## src/rtl/eqca_pkg.sv

```systemverilog
// Purpose: Shared constants and types for the equalizer coefficient access block
// Assumes: Byte-wide register port, 16-bit register addresses
// Notes: Coefficients are S1.30 two's complement words
package eqca_pkg;
   // Coefficient byte windows
   localparam logic [15:0] ADDR_COEF_IN0 = 16'h2401;
   localparam logic [15:0] ADDR_COEF_IN1 = 16'h2402;
   localparam logic [15:0] ADDR_COEF_IN2 = 16'h2403;
   localparam logic [15:0] ADDR_COEF_IN3 = 16'h2404;
   localparam logic [15:0] ADDR_COEF_OUT0 = 16'h2407;
   localparam logic [15:0] ADDR_COEF_OUT1 = 16'h2408;
   localparam logic [15:0] ADDR_COEF_OUT2 = 16'h2409;
   localparam logic [15:0] ADDR_COEF_OUT3 = 16'h240a;
   // Control and status registers
   localparam logic [15:0] ADDR_INIT_STATUS = 16'h2410;
   localparam logic [15:0] ADDR_START_CTRL = 16'h2411;
   localparam logic [15:0] ADDR_CONV_CTRL = 16'h2412;
   localparam logic [15:0] ADDR_MUTE_CTRL = 16'h2413;
   localparam logic [15:0] ADDR_ACCESS_CTRL = 16'h2414;
   // Field positions
   localparam int INIT_DONE_BIT = 0;
   localparam int RUN_BIT = 0;
   localparam int SILENCE_BIT = 0;
   localparam int READBACK_BIT = 0;
   localparam int LOAD_BIT = 1;
   localparam int CAP_SKIP_BIT = 0;
   localparam int PLAY_SKIP_BIT = 1;
   localparam int PORT_DRIVE_BIT = 2;
   localparam int CTRL_DRIVE_BIT = 3;
   localparam int FILTER_SKIP_BIT = 4;
   // Reset values
   localparam logic [7:0] START_RESET = 8'h01;
   localparam logic [7:0] CONV_RESET = 8'h00;
   localparam logic [7:0] MUTE_RESET = 8'h00;
   localparam logic [7:0] ACCESS_RESET = 8'h00;
   // Coefficient format
   localparam logic [3:0] NUM_COEF = 4'hf;
   localparam logic [31:0] COEF_UNITY = 32'h4000_0000;
   localparam logic [31:0] COEF_ZERO = 32'h0000_0000;
   // Initialization time after power-up of the filter
   localparam int CLK_PERIOD_NS = 4;
   localparam int INIT_TIME_NS = 100;
   localparam int INIT_CYCLES = (INIT_TIME_NS + CLK_PERIOD_NS - 1) / CLK_PERIOD_NS;

   typedef struct packed {
      logic write;
      logic [15:0] addr;
      logic [7:0] wdata;
   } eqca_req_s;

   typedef enum logic [1:0] {
      BUS_IDLE = 2'b00,
      BUS_HOLD = 2'b01,
      BUS_DONE = 2'b10
   } eqca_bus_e;
endpackage

```

## src/rtl/eqca_access.sv

```systemverilog
// Purpose: Register access logic for loading and reading back equalizer coefficients
// Assumes: Host holds a request until ack_o; requests are synchronous to clk_i
// Notes: Stretched accesses wait in BUS_HOLD until the access state is valid
`timescale 1ns/1ns
`default_nettype none
module eqca_access
   import eqca_pkg::*;
#(
   parameter int SAMPLE_W = 24,
   parameter int INIT_WAIT = INIT_CYCLES
)
(
   input wire logic clk_i,
   input wire logic rst_i,
   input wire logic req_valid_i,
   input wire eqca_req_s req_i,
   output logic ack_o,
   output logic [7:0] rdata_o,
   output logic stretch_o,
   input wire logic filter_power_down_i,
   input wire logic [SAMPLE_W-1:0] eq_in_i,
   output logic [SAMPLE_W-1:0] eq_in_o,
   output logic filter_run_o,
   output logic filter_skip_o,
   output logic audio_port_drive_strength_o,
   output logic ctrl_port_drive_strength_o,
   output logic playback_rate_converter_skip_o,
   output logic capture_rate_converter_skip_o,
   input wire logic [3:0] eng_idx_i,
   output logic [31:0] eng_coef_o
);
   ////////////////////////////////////////////////////////////////////////////
   // Registers and state
   eqca_bus_e state;
   eqca_bus_e next_state;
   logic [7:0] start_ctrl;
   logic [7:0] conv_ctrl;
   logic [7:0] mute_ctrl;
   logic [7:0] access_ctrl;
   logic [7:0] load_b0;
   logic [7:0] load_b1;
   logic [7:0] load_b2;
   logic [31:0] hold_word;
   logic [3:0] wr_ptr;
   logic [3:0] rd_ptr;
   logic readback_seen;
   logic init_done;
   logic [31:0] rd_word;
   logic [31:0] eng_word;

   ////////////////////////////////////////////////////////////////////////////
   // Access decode
   wire logic filter_run = start_ctrl[RUN_BIT];
   wire logic coef_load_enable = access_ctrl[LOAD_BIT];
   wire logic coef_readback_enable = access_ctrl[READBACK_BIT];
   wire logic filter_input_silence = mute_ctrl[SILENCE_BIT];
   wire logic access_ok = !filter_power_down_i && (coef_load_enable ^ coef_readback_enable);
   wire logic gated = (req_i.write && req_i.addr == ADDR_COEF_IN3)
                      || (!req_i.write && req_i.addr == ADDR_COEF_OUT0);
   wire logic enter_hold = state == BUS_IDLE && req_valid_i && gated && !access_ok;
   wire logic take = (state == BUS_IDLE && req_valid_i && !(gated && !access_ok))
                     || (state == BUS_HOLD && access_ok);
   wire logic do_wr = take && req_i.write;
   wire logic do_rd = take && !req_i.write;

   function automatic logic wr_at(input logic [15:0] a);
      return do_wr && req_i.addr == a;
   endfunction

   function automatic logic rd_at(input logic [15:0] a);
      return do_rd && req_i.addr == a;
   endfunction

   wire logic commit = do_wr && req_i.addr == ADDR_COEF_IN3 && coef_load_enable && !filter_run
                       && wr_ptr < NUM_COEF;
   wire logic latch = do_rd && req_i.addr == ADDR_COEF_OUT0 && coef_readback_enable && !filter_run
                      && rd_ptr < NUM_COEF;
   wire logic restore = do_wr && req_i.addr == ADDR_START_CTRL && !req_i.wdata[RUN_BIT]
                        && readback_seen;
   wire logic restart_ptrs = do_wr && req_i.addr == ADDR_ACCESS_CTRL;
   wire logic [31:0] commit_word = {req_i.wdata, load_b2, load_b1, load_b0};

   ////////////////////////////////////////////////////////////////////////////
   // Read data selection
   wire logic [7:0] status_byte = {7'h00, init_done};
   wire logic [7:0] next_rdata =
      (req_i.addr == ADDR_INIT_STATUS) ? status_byte :
      (req_i.addr == ADDR_START_CTRL) ? start_ctrl :
      (req_i.addr == ADDR_CONV_CTRL) ? conv_ctrl :
      (req_i.addr == ADDR_MUTE_CTRL) ? mute_ctrl :
      (req_i.addr == ADDR_ACCESS_CTRL) ? access_ctrl :
      (req_i.addr == ADDR_COEF_OUT0) ? (latch ? rd_word[7:0] : hold_word[7:0]) :
      (req_i.addr == ADDR_COEF_OUT1) ? hold_word[15:8] :
      (req_i.addr == ADDR_COEF_OUT2) ? hold_word[23:16] :
      (req_i.addr == ADDR_COEF_OUT3) ? hold_word[31:24] : 8'h00;

   assign next_state = take ? BUS_DONE :
                       enter_hold ? BUS_HOLD :
                       (state == BUS_DONE) ? BUS_IDLE : state;

   ////////////////////////////////////////////////////////////////////////////
   // Bus handshake
   always_ff @(posedge clk_i) begin
      if (rst_i) begin
         state <= BUS_IDLE;
         ack_o <= 1'b0;
         stretch_o <= 1'b0;
         rdata_o <= 8'h00;
      end else begin
         state <= next_state;
         ack_o <= take;
         stretch_o <= enter_hold || (state == BUS_HOLD && !access_ok);
         if (do_rd) begin
            rdata_o <= next_rdata;
         end
      end
   end

   ////////////////////////////////////////////////////////////////////////////
   // Control registers
   always_ff @(posedge clk_i) begin
      if (rst_i) begin
         start_ctrl <= START_RESET;
         conv_ctrl <= CONV_RESET;
         mute_ctrl <= MUTE_RESET;
         access_ctrl <= ACCESS_RESET;
      end else begin
         if (wr_at(ADDR_START_CTRL)) begin
            start_ctrl <= {7'h00, req_i.wdata[RUN_BIT]};
         end
         if (wr_at(ADDR_CONV_CTRL)) begin
            conv_ctrl <= {3'h0, req_i.wdata[4:0]};
         end
         if (wr_at(ADDR_MUTE_CTRL)) begin
            mute_ctrl <= {7'h00, req_i.wdata[SILENCE_BIT]};
         end
         if (wr_at(ADDR_ACCESS_CTRL)) begin
            access_ctrl <= {6'h00, req_i.wdata[1:0]};
         end
      end
   end

   ////////////////////////////////////////////////////////////////////////////
   // Coefficient assembly, pointers and readback holding
   always_ff @(posedge clk_i) begin
      if (rst_i) begin
         load_b0 <= 8'h00;
         load_b1 <= 8'h00;
         load_b2 <= 8'h00;
         hold_word <= 32'h0000_0000;
         wr_ptr <= 4'h0;
         rd_ptr <= 4'h0;
         readback_seen <= 1'b0;
      end else begin
         if (wr_at(ADDR_COEF_IN0)) begin
            load_b0 <= req_i.wdata;
         end
         if (wr_at(ADDR_COEF_IN1)) begin
            load_b1 <= req_i.wdata;
         end
         if (wr_at(ADDR_COEF_IN2)) begin
            load_b2 <= req_i.wdata;
         end
         if (restart_ptrs) begin
            wr_ptr <= 4'h0;
            rd_ptr <= 4'h0;
         end else begin
            if (commit) begin
               wr_ptr <= wr_ptr + 4'h1;
            end
            if (latch) begin
               rd_ptr <= rd_ptr + 4'h1;
            end
         end
         if (latch) begin
            hold_word <= rd_word;
         end
         if (restore || commit) begin
            readback_seen <= 1'b0;
         end else if (latch) begin
            readback_seen <= 1'b1;
         end
      end
   end

   ////////////////////////////////////////////////////////////////////////////
   // Outputs toward the filter datapath and the serial port
   always_ff @(posedge clk_i) begin
      if (rst_i) begin
         eq_in_o <= '0;
         filter_run_o <= START_RESET[RUN_BIT];
         filter_skip_o <= 1'b0;
         audio_port_drive_strength_o <= 1'b0;
         ctrl_port_drive_strength_o <= 1'b0;
         playback_rate_converter_skip_o <= 1'b0;
         capture_rate_converter_skip_o <= 1'b0;
         eng_coef_o <= 32'h0000_0000;
      end else begin
         eq_in_o <= filter_input_silence ? '0 : eq_in_i;
         filter_run_o <= filter_run;
         filter_skip_o <= conv_ctrl[FILTER_SKIP_BIT];
         audio_port_drive_strength_o <= conv_ctrl[PORT_DRIVE_BIT];
         ctrl_port_drive_strength_o <= conv_ctrl[CTRL_DRIVE_BIT];
         playback_rate_converter_skip_o <= conv_ctrl[PLAY_SKIP_BIT];
         capture_rate_converter_skip_o <= conv_ctrl[CAP_SKIP_BIT];
         eng_coef_o <= eng_word;
      end
   end

   ////////////////////////////////////////////////////////////////////////////
   // Submodules
   eqca_coef_store eqca_coef_store_inst (
      .clk_i(clk_i),
      .rst_i(rst_i),
      .wr_en_i(commit),
      .wr_idx_i(wr_ptr),
      .wr_data_i(commit_word),
      .restore_i(restore),
      .rd_idx_i(rd_ptr),
      .rd_data_o(rd_word),
      .eng_idx_i(eng_idx_i),
      .eng_data_o(eng_word)
   );

   eqca_init_timer #(
      .CYCLES(INIT_WAIT)
   ) eqca_init_timer_inst (
      .clk_i(clk_i),
      .rst_i(rst_i),
      .power_down_i(filter_power_down_i),
      .done_o(init_done)
   );
endmodule
`default_nettype wire

```

## src/rtl/eqca_coef_store.sv

```systemverilog
// Purpose: Fifteen-slot coefficient memory with pass-through restore
// Assumes: One write port, two combinational read ports
// Notes: Slot order is biquad 1..3, each b0, b1, a1, a2, b2
`timescale 1ns/1ns
`default_nettype none
module eqca_coef_store
   import eqca_pkg::*;
(
   input wire logic clk_i,
   input wire logic rst_i,
   input wire logic wr_en_i,
   input wire logic [3:0] wr_idx_i,
   input wire logic [31:0] wr_data_i,
   input wire logic restore_i,
   input wire logic [3:0] rd_idx_i,
   output logic [31:0] rd_data_o,
   input wire logic [3:0] eng_idx_i,
   output logic [31:0] eng_data_o
);
   logic [31:0] mem [0:14];

   // b0 sits at every fifth slot
   function automatic logic [31:0] unity_word(input int slot);
      return (slot % 5 == 0) ? COEF_UNITY : COEF_ZERO;
   endfunction

   always_ff @(posedge clk_i) begin
      for (int i = 0; i < 15; i++) begin
         if (rst_i || restore_i) begin
            mem[i] <= unity_word(i);
         end else if (wr_en_i && wr_idx_i == 4'(i)) begin
            mem[i] <= wr_data_i;
         end
      end
   end

   assign rd_data_o = (rd_idx_i < NUM_COEF) ? mem[rd_idx_i] : COEF_ZERO;
   assign eng_data_o = (eng_idx_i < NUM_COEF) ? mem[eng_idx_i] : COEF_ZERO;
endmodule
`default_nettype wire

```

## src/rtl/eqca_init_timer.sv

```systemverilog
// Purpose: Raises the initialization-complete flag after filter power-up
// Assumes: Power-down level synchronous to clk_i
// Notes: Flag drops at once on power-down
`timescale 1ns/1ns
`default_nettype none
module eqca_init_timer
   import eqca_pkg::*;
#(
   parameter int CYCLES = INIT_CYCLES
)
(
   input wire logic clk_i,
   input wire logic rst_i,
   input wire logic power_down_i,
   output logic done_o
);
   logic [15:0] count;

   always_ff @(posedge clk_i) begin
      if (rst_i || power_down_i) begin
         count <= 16'h0000;
         done_o <= 1'b0;
      end else if (count < 16'(CYCLES)) begin
         count <= count + 16'h0001;
      end else begin
         done_o <= 1'b1;
      end
   end
endmodule
`default_nettype wire

```

## config.mk

```make
export PLATFORM = sky130hd
export DESIGN_NAME = eqca_access
export DESIGN_NICKNAME = d
export VERILOG_FILES = /design/src/rtl/eqca_pkg.sv /design/src/rtl/eqca_access.sv /design/src/rtl/eqca_coef_store.sv /design/src/rtl/eqca_init_timer.sv
export SDC_FILE = /design/constraint.sdc
export NUM_CORES = 1
export LEC_CHECK = 0
export CAP_MARGIN = 30
export CORE_MARGIN = 1
export CORE_UTILIZATION = 35
export DETAILED_ROUTE_END_ITERATION = 12
export DONT_BUFFER_PORTS = 1
export HOLD_SLACK_MARGIN = 0.06
export SKIP_LAST_GASP = 1
export SLEW_MARGIN = 20
export SYNTH_ARGS = -nofsm -noshare
export SYNTH_HDL_FRONTEND = slang
export SYNTH_SLANG_ARGS = --single-unit
```

## constraint.sdc

```tcl
create_clock -name clk_i -period 5.7 [get_ports clk_i]
set_clock_uncertainty 0.05 [all_clocks]
set_input_delay 0.855 -clock clk_i [delete_from_list [all_inputs] [get_ports clk_i]]
set_output_delay 0.855 -clock clk_i [all_outputs]
set_load 0.01 [all_outputs]
```

**Yosys cells after proc, flatten, opt, wreduce, memory -nomap -nowiden**

Memory sizes are Yosys's and may differ from the RTL's. A register that Yosys moved wholly into a read port is not among the register bits.
Cells that the tools add are included.

- Bits in registers: 133
- Latch bits: 0
- Bits in writable memories: 480
- Bits in read-only memories: 0
- Bits of input ports: 57
- Output and inout port bits: 72
- Logic and storage cells: 222
- Memories kept: 1

Memory list:

| name | depth | bits a word | read ports | clocked after Yosys merged registers in | wr ports | RTL line | text |
|---|---|---|---|---|---|---|---|
| eqca_coef_store_inst.mem | 15 | 32 | 2 | 2 | 15 | eqca_coef_store.sv:20 | `logic [31:0] mem [0:14];` |

- Add/sub/neg operators: 3
- Multipliers: 0
- Divide/modulo/power cells: 0
- $lt $le $gt $ge: 4
- Equal/unequal tests: 29
- Shift-type cells: 0
- Muxes and demuxes: 78
- Bitwise logic cells: 17
- Reduce and logical (&&, ||, !) cells: 65

Operators with widths:

| cell | count |
|---|---|
| $mux W32 | 16 |
| $eq A16 B14 Y1 const B | 13 |
| $mux W8 | 10 |
| $mux W1 | 47 |
| $logic_and A1 B1 Y1 | 44 |
| $eq A4 B4 Y1 const B | 7 |
| $add A16 B1 Y16 const B | 1 |
| $eq A4 B3 Y1 const B | 4 |
| $lt A16 B5 Y1 const B | 1 |
| $or A1 B1 Y1 | 15 |
| $lt A4 B4 Y1 const B | 3 |
| $reduce_or A2 Y1 | 5 |
| $add A4 B1 Y4 const B | 2 |
| $eq A4 B2 Y1 const B | 2 |
| $mux W4 | 2 |
| $logic_not A1 Y1 | 6 |
| $logic_or A1 B1 Y1 | 6 |
| $mux W2 | 3 |
| $eq A4 B1 Y1 const B | 1 |
| $logic_not A4 Y1 | 1 |
| $reduce_bool A3 Y1 | 1 |
| $eq A2 B1 Y1 const B | 1 |
| $eq A2 B2 Y1 const B | 1 |
| $logic_not A2 Y1 | 1 |
| 3 further kinds | 3 |

**Depth between registers and ports, before layout**

- Depth after elaboration: 19
- Depth in mapped cells: 10
- Gate-level depth less buffers: 8

**Hierarchy**

From an unflattened synthesis, not the netlist that was laid out.

- Cell total of the unflattened synthesis: 2,557
- Area, all modules: 31,699.2 um^2

By module, submodules not included:

| module | instances | cells each | area an instance (um^2) | seq. area each (um^2) |
|---|---|---|---|---|
| eqca_coef_store | 1 | 1,905 | 25,481.9 | 14,413.8 |
| eqca_access | 1 | 594 | 5,585.4 | 2,962.8 |
| eqca_init_timer | 1 | 58 | 631.9 | 340.3 |

**Worst setup path before layout**

Ideal clock, no wire load.

- Path type: input to register
- Start point: input port req_i[20] (netlist name)
- End point: memory eqca_coef_store_inst.mem[13][0] (enable)
- Library setup time: 0.466 ns
- Arrival time: 4.683 ns
- Required time: 5.184 ns
- Path slack: 0.501 ns
- Stages: 8
- Buffers on the path: 3
- Cell sequence: nor4b_2 > and4b_1 > buf_2 > and4_1 > buf_4 > nand2_1 > clkbuf_1 > o21ai_0

RTL lines:

| what | RTL line | text |
|---|---|---|
| start: declaration | eqca_access.sv:16 | `input wire eqca_req_s req_i,` |
| end: declaration | eqca_coef_store.sv:20 |  |

==> flow_summary.toml <==
[setup_path]
cp_max_fo = 31
worst_ep_arrival_time_ns = 4.14
cp_cell_sequence = "nor4b_2, and4b_1, and4_1, nand2_4, buf_4, o21ai_4, buf_4"
crit_path_end_kind = "flip-flop"
cp.required_ns = 5.89
critical-path-slowest-cell = "and4_1"
crit_top_cell = "buf_4"
crit_path_start_kind = "input pin"
worst-setup-path-type = "in -> reg"
worst_path_largest_cell_delay_ns = 0.70

[final_layout]
drive_gt1_share_pct = 18.2
regArea_um2 = 17800
fin_area_um2 = 34700
area_growth_pct = 12.7
fin_util_pct = 39.9
n_antenna_cell = 0
finalNonFillerCells = 3563
nets = 2414
multi_input_area_um2 = 12400
n_fill_cell = 8072

[synthesis]
syn-num-nets = 2477
yosys_register_bits = 649
synth_cell_types = 62
synth_most_common_cell = "nor2_1"
yosys-top-cells-area = "edfxtp_1, mux4_2, dfxtp_1"
yosys_warnings = 0
syn_area_um2 = 30800
synth-async-reset-ratio_pct = 0
synth.avg_cell_area_um2 = 12.8
synthCells = 2413
synthFlopType = "edfxtp_1"
synth_top_cell_by_area = "edfxtp_1"
synthTopCellsByCount = "nor2_1, edfxtp_1, nand2_1"
synth_edf_count = 480
ys_seq_area_share_pct = 57.7
yosysTopAreaCellShare_pct = 46.7

[grt]
antenna_found_initial = 3
use_met3_pct = 5.75
grt_overflow = 0
grt_pass1_vias = 20690
gr-usage-met2_pct = 33.1
use_met1_pct = 27.5
top_usage_layer = "met2"
grt.total_usage_pct = 20.8
grt_max_degree = 162
grt_pass1_wl_um = 137000

[sta]
tns_ns = 0
finalCritPeriodShare_pct = 69.3
finalHoldWorstSlack_ns = 0.270
finalHoldViolCount = 0
finalSetupViolCount = 0
setup_slack_ns = 1.75
rsz0062_at_grt = "no"
slew_headroom_pct = 34.6
fin_crit_ns = 3.95
max_freq_mhz = 253
worst_pin_slew_ns = 0.980
slew_viol_final = 0

[clocking]
cts_root_buf = "clkbuf_16"
tritoncts = "done"
clockBufferDepth = 3
clock_sinks = 649
worstSkewPairLatency_ns = 0.62
htree_levels = 3
cts_resized = 0
numCtsBuffers = 74
clkTransAtPathRegs_ns = 0.06
post-cts-setup-buffers = 0
ctsHoldBuffers = 0

[power]
leakagePower_nw = 10.8
power_density_nw_per_um2 = 308
ir_drop_v = 0.000244
total_power_mw = 10.7

[run]
cap_violations = 0

[drt]
drt-initial-drc-count = 2455
num_vias = 20394
wl_per_cell_um = 26.2
avgViaCountPerCell = 5.72
drc = 0
wirelength_um = 93300
ant_nets = 0
drtPass1Iterations = 6

[floorplanning]
core-area_um2 = 87000
dieWidth_um = 299
dieArea_um2 = 89300
ios = 129
start_util_pct = 35.4
die_h_um = 299
rows = 108

[placed_design]
place.detailed.hpwl_um = 56900
io_buffers = 0
postPlaceCellArea_um2 = 32300
gp_congestion = 0.848
place_inst = 3428
place_ws_ns = 1.12

[min_path]
hp-class = "in -> reg"

[status]
status = "finished clean"
## kinds of logic after synthesis
logic type | count (synthesis) | synth area share, %
AOI/OAI and AO/OA | 196 | 3.67
xor gates and xnor gates | 8 | 0.227
adders and majority gates | 7 | 0.284
buffers and inverters | 199 | 2.70
DFF | 649 | 57.7
muxes | 364 | 21.7
and+or+nand+nor | 990 | 13.7
## cell usage in the layout, fill, tap and decap left out, types with 7 or more instances in the layout
cell type	Yosys	final
clkinv_1	0	13
o21ai_4	0	15
dfxtp_1	169	165
buf_4	1	33
mux2i_1	119	119
buf_12	0	10
ha_1	7	7
nor2_1	543	538
and2_1	35	35
inv_1	10	10
a21oi_1	53	53
mux4_2	244	244
nand4_1	10	10
nand2b_1	11	11
nand2_1	280	278
clkbuf_1	93	23
clkbuf_16	0	74
a211oi_1	10	10
nor2b_1	50	50
bufinv_16	0	9
o21ai_0	88	79
nand3_1	12	12
edfxtp_1	480	480
## path summary, 6_finish.rpt
check	cells after the start	to	slack, ns	from
hold reg to reg	2	hold_word[25]	0.40	hold_word[25]
setup reg to reg	7	eqca_coef_store_inst.mem[14][19]	1.78	state[0]
setup / recovery	7	eqca_coef_store_inst.mem[14][19]	1.75	req_i[20]
hold / removal	1	playback_rate_converter_skip_o	0.27	rst_i
## final cells by class
class	instances	share of cell area [%]
Sequential cell	649	51.3
Multi-Input combinational cell	1565	35.8
Clock buffer	99	5.66
Tap cell	1155	4.16
Timing Repair Buffer	50	1.81
Clock inverter	35	1.19
Inverter	10	0.108
## critical path, delay by kind of cell
kind	cells	cell delay (ns)
simple gates	4	2.17
buf+inv	2	0.88
compound gates	1	0.18
## power breakdown
| part | switching (mW) | internal [mW] |
|---|---|---|
| Sequential | 0.131 | 5.27 |
| Clock | 1.91 | 2.83 |
| Combinational | 0.277 | 0.296 |
| Total | 2.32 | 8.40 |
## routing by layer
metal  part of all wire (%)  vias up
met5                 0.0075        -
met4                    3.1        2
met3                     11      196
met2                     47     1150
met1                     39    10314
li1                       -     8732
## sequential cells by signal, indices dropped and copies added, names as in the netlist, 2 cells and up, named ones only
signal,count
eqca_coef_store_inst.mem,480
state,2
eng_coef_o,32
load_b0,8
hold_word,32
load_b1,8
eqca_init_timer_inst.count,16
access_ctrl,2
conv_ctrl,5
load_b2,8
rd_ptr,4
rdata_o,8
wr_ptr,4
eq_in_o,24
(Power assumes the default switching activity.)
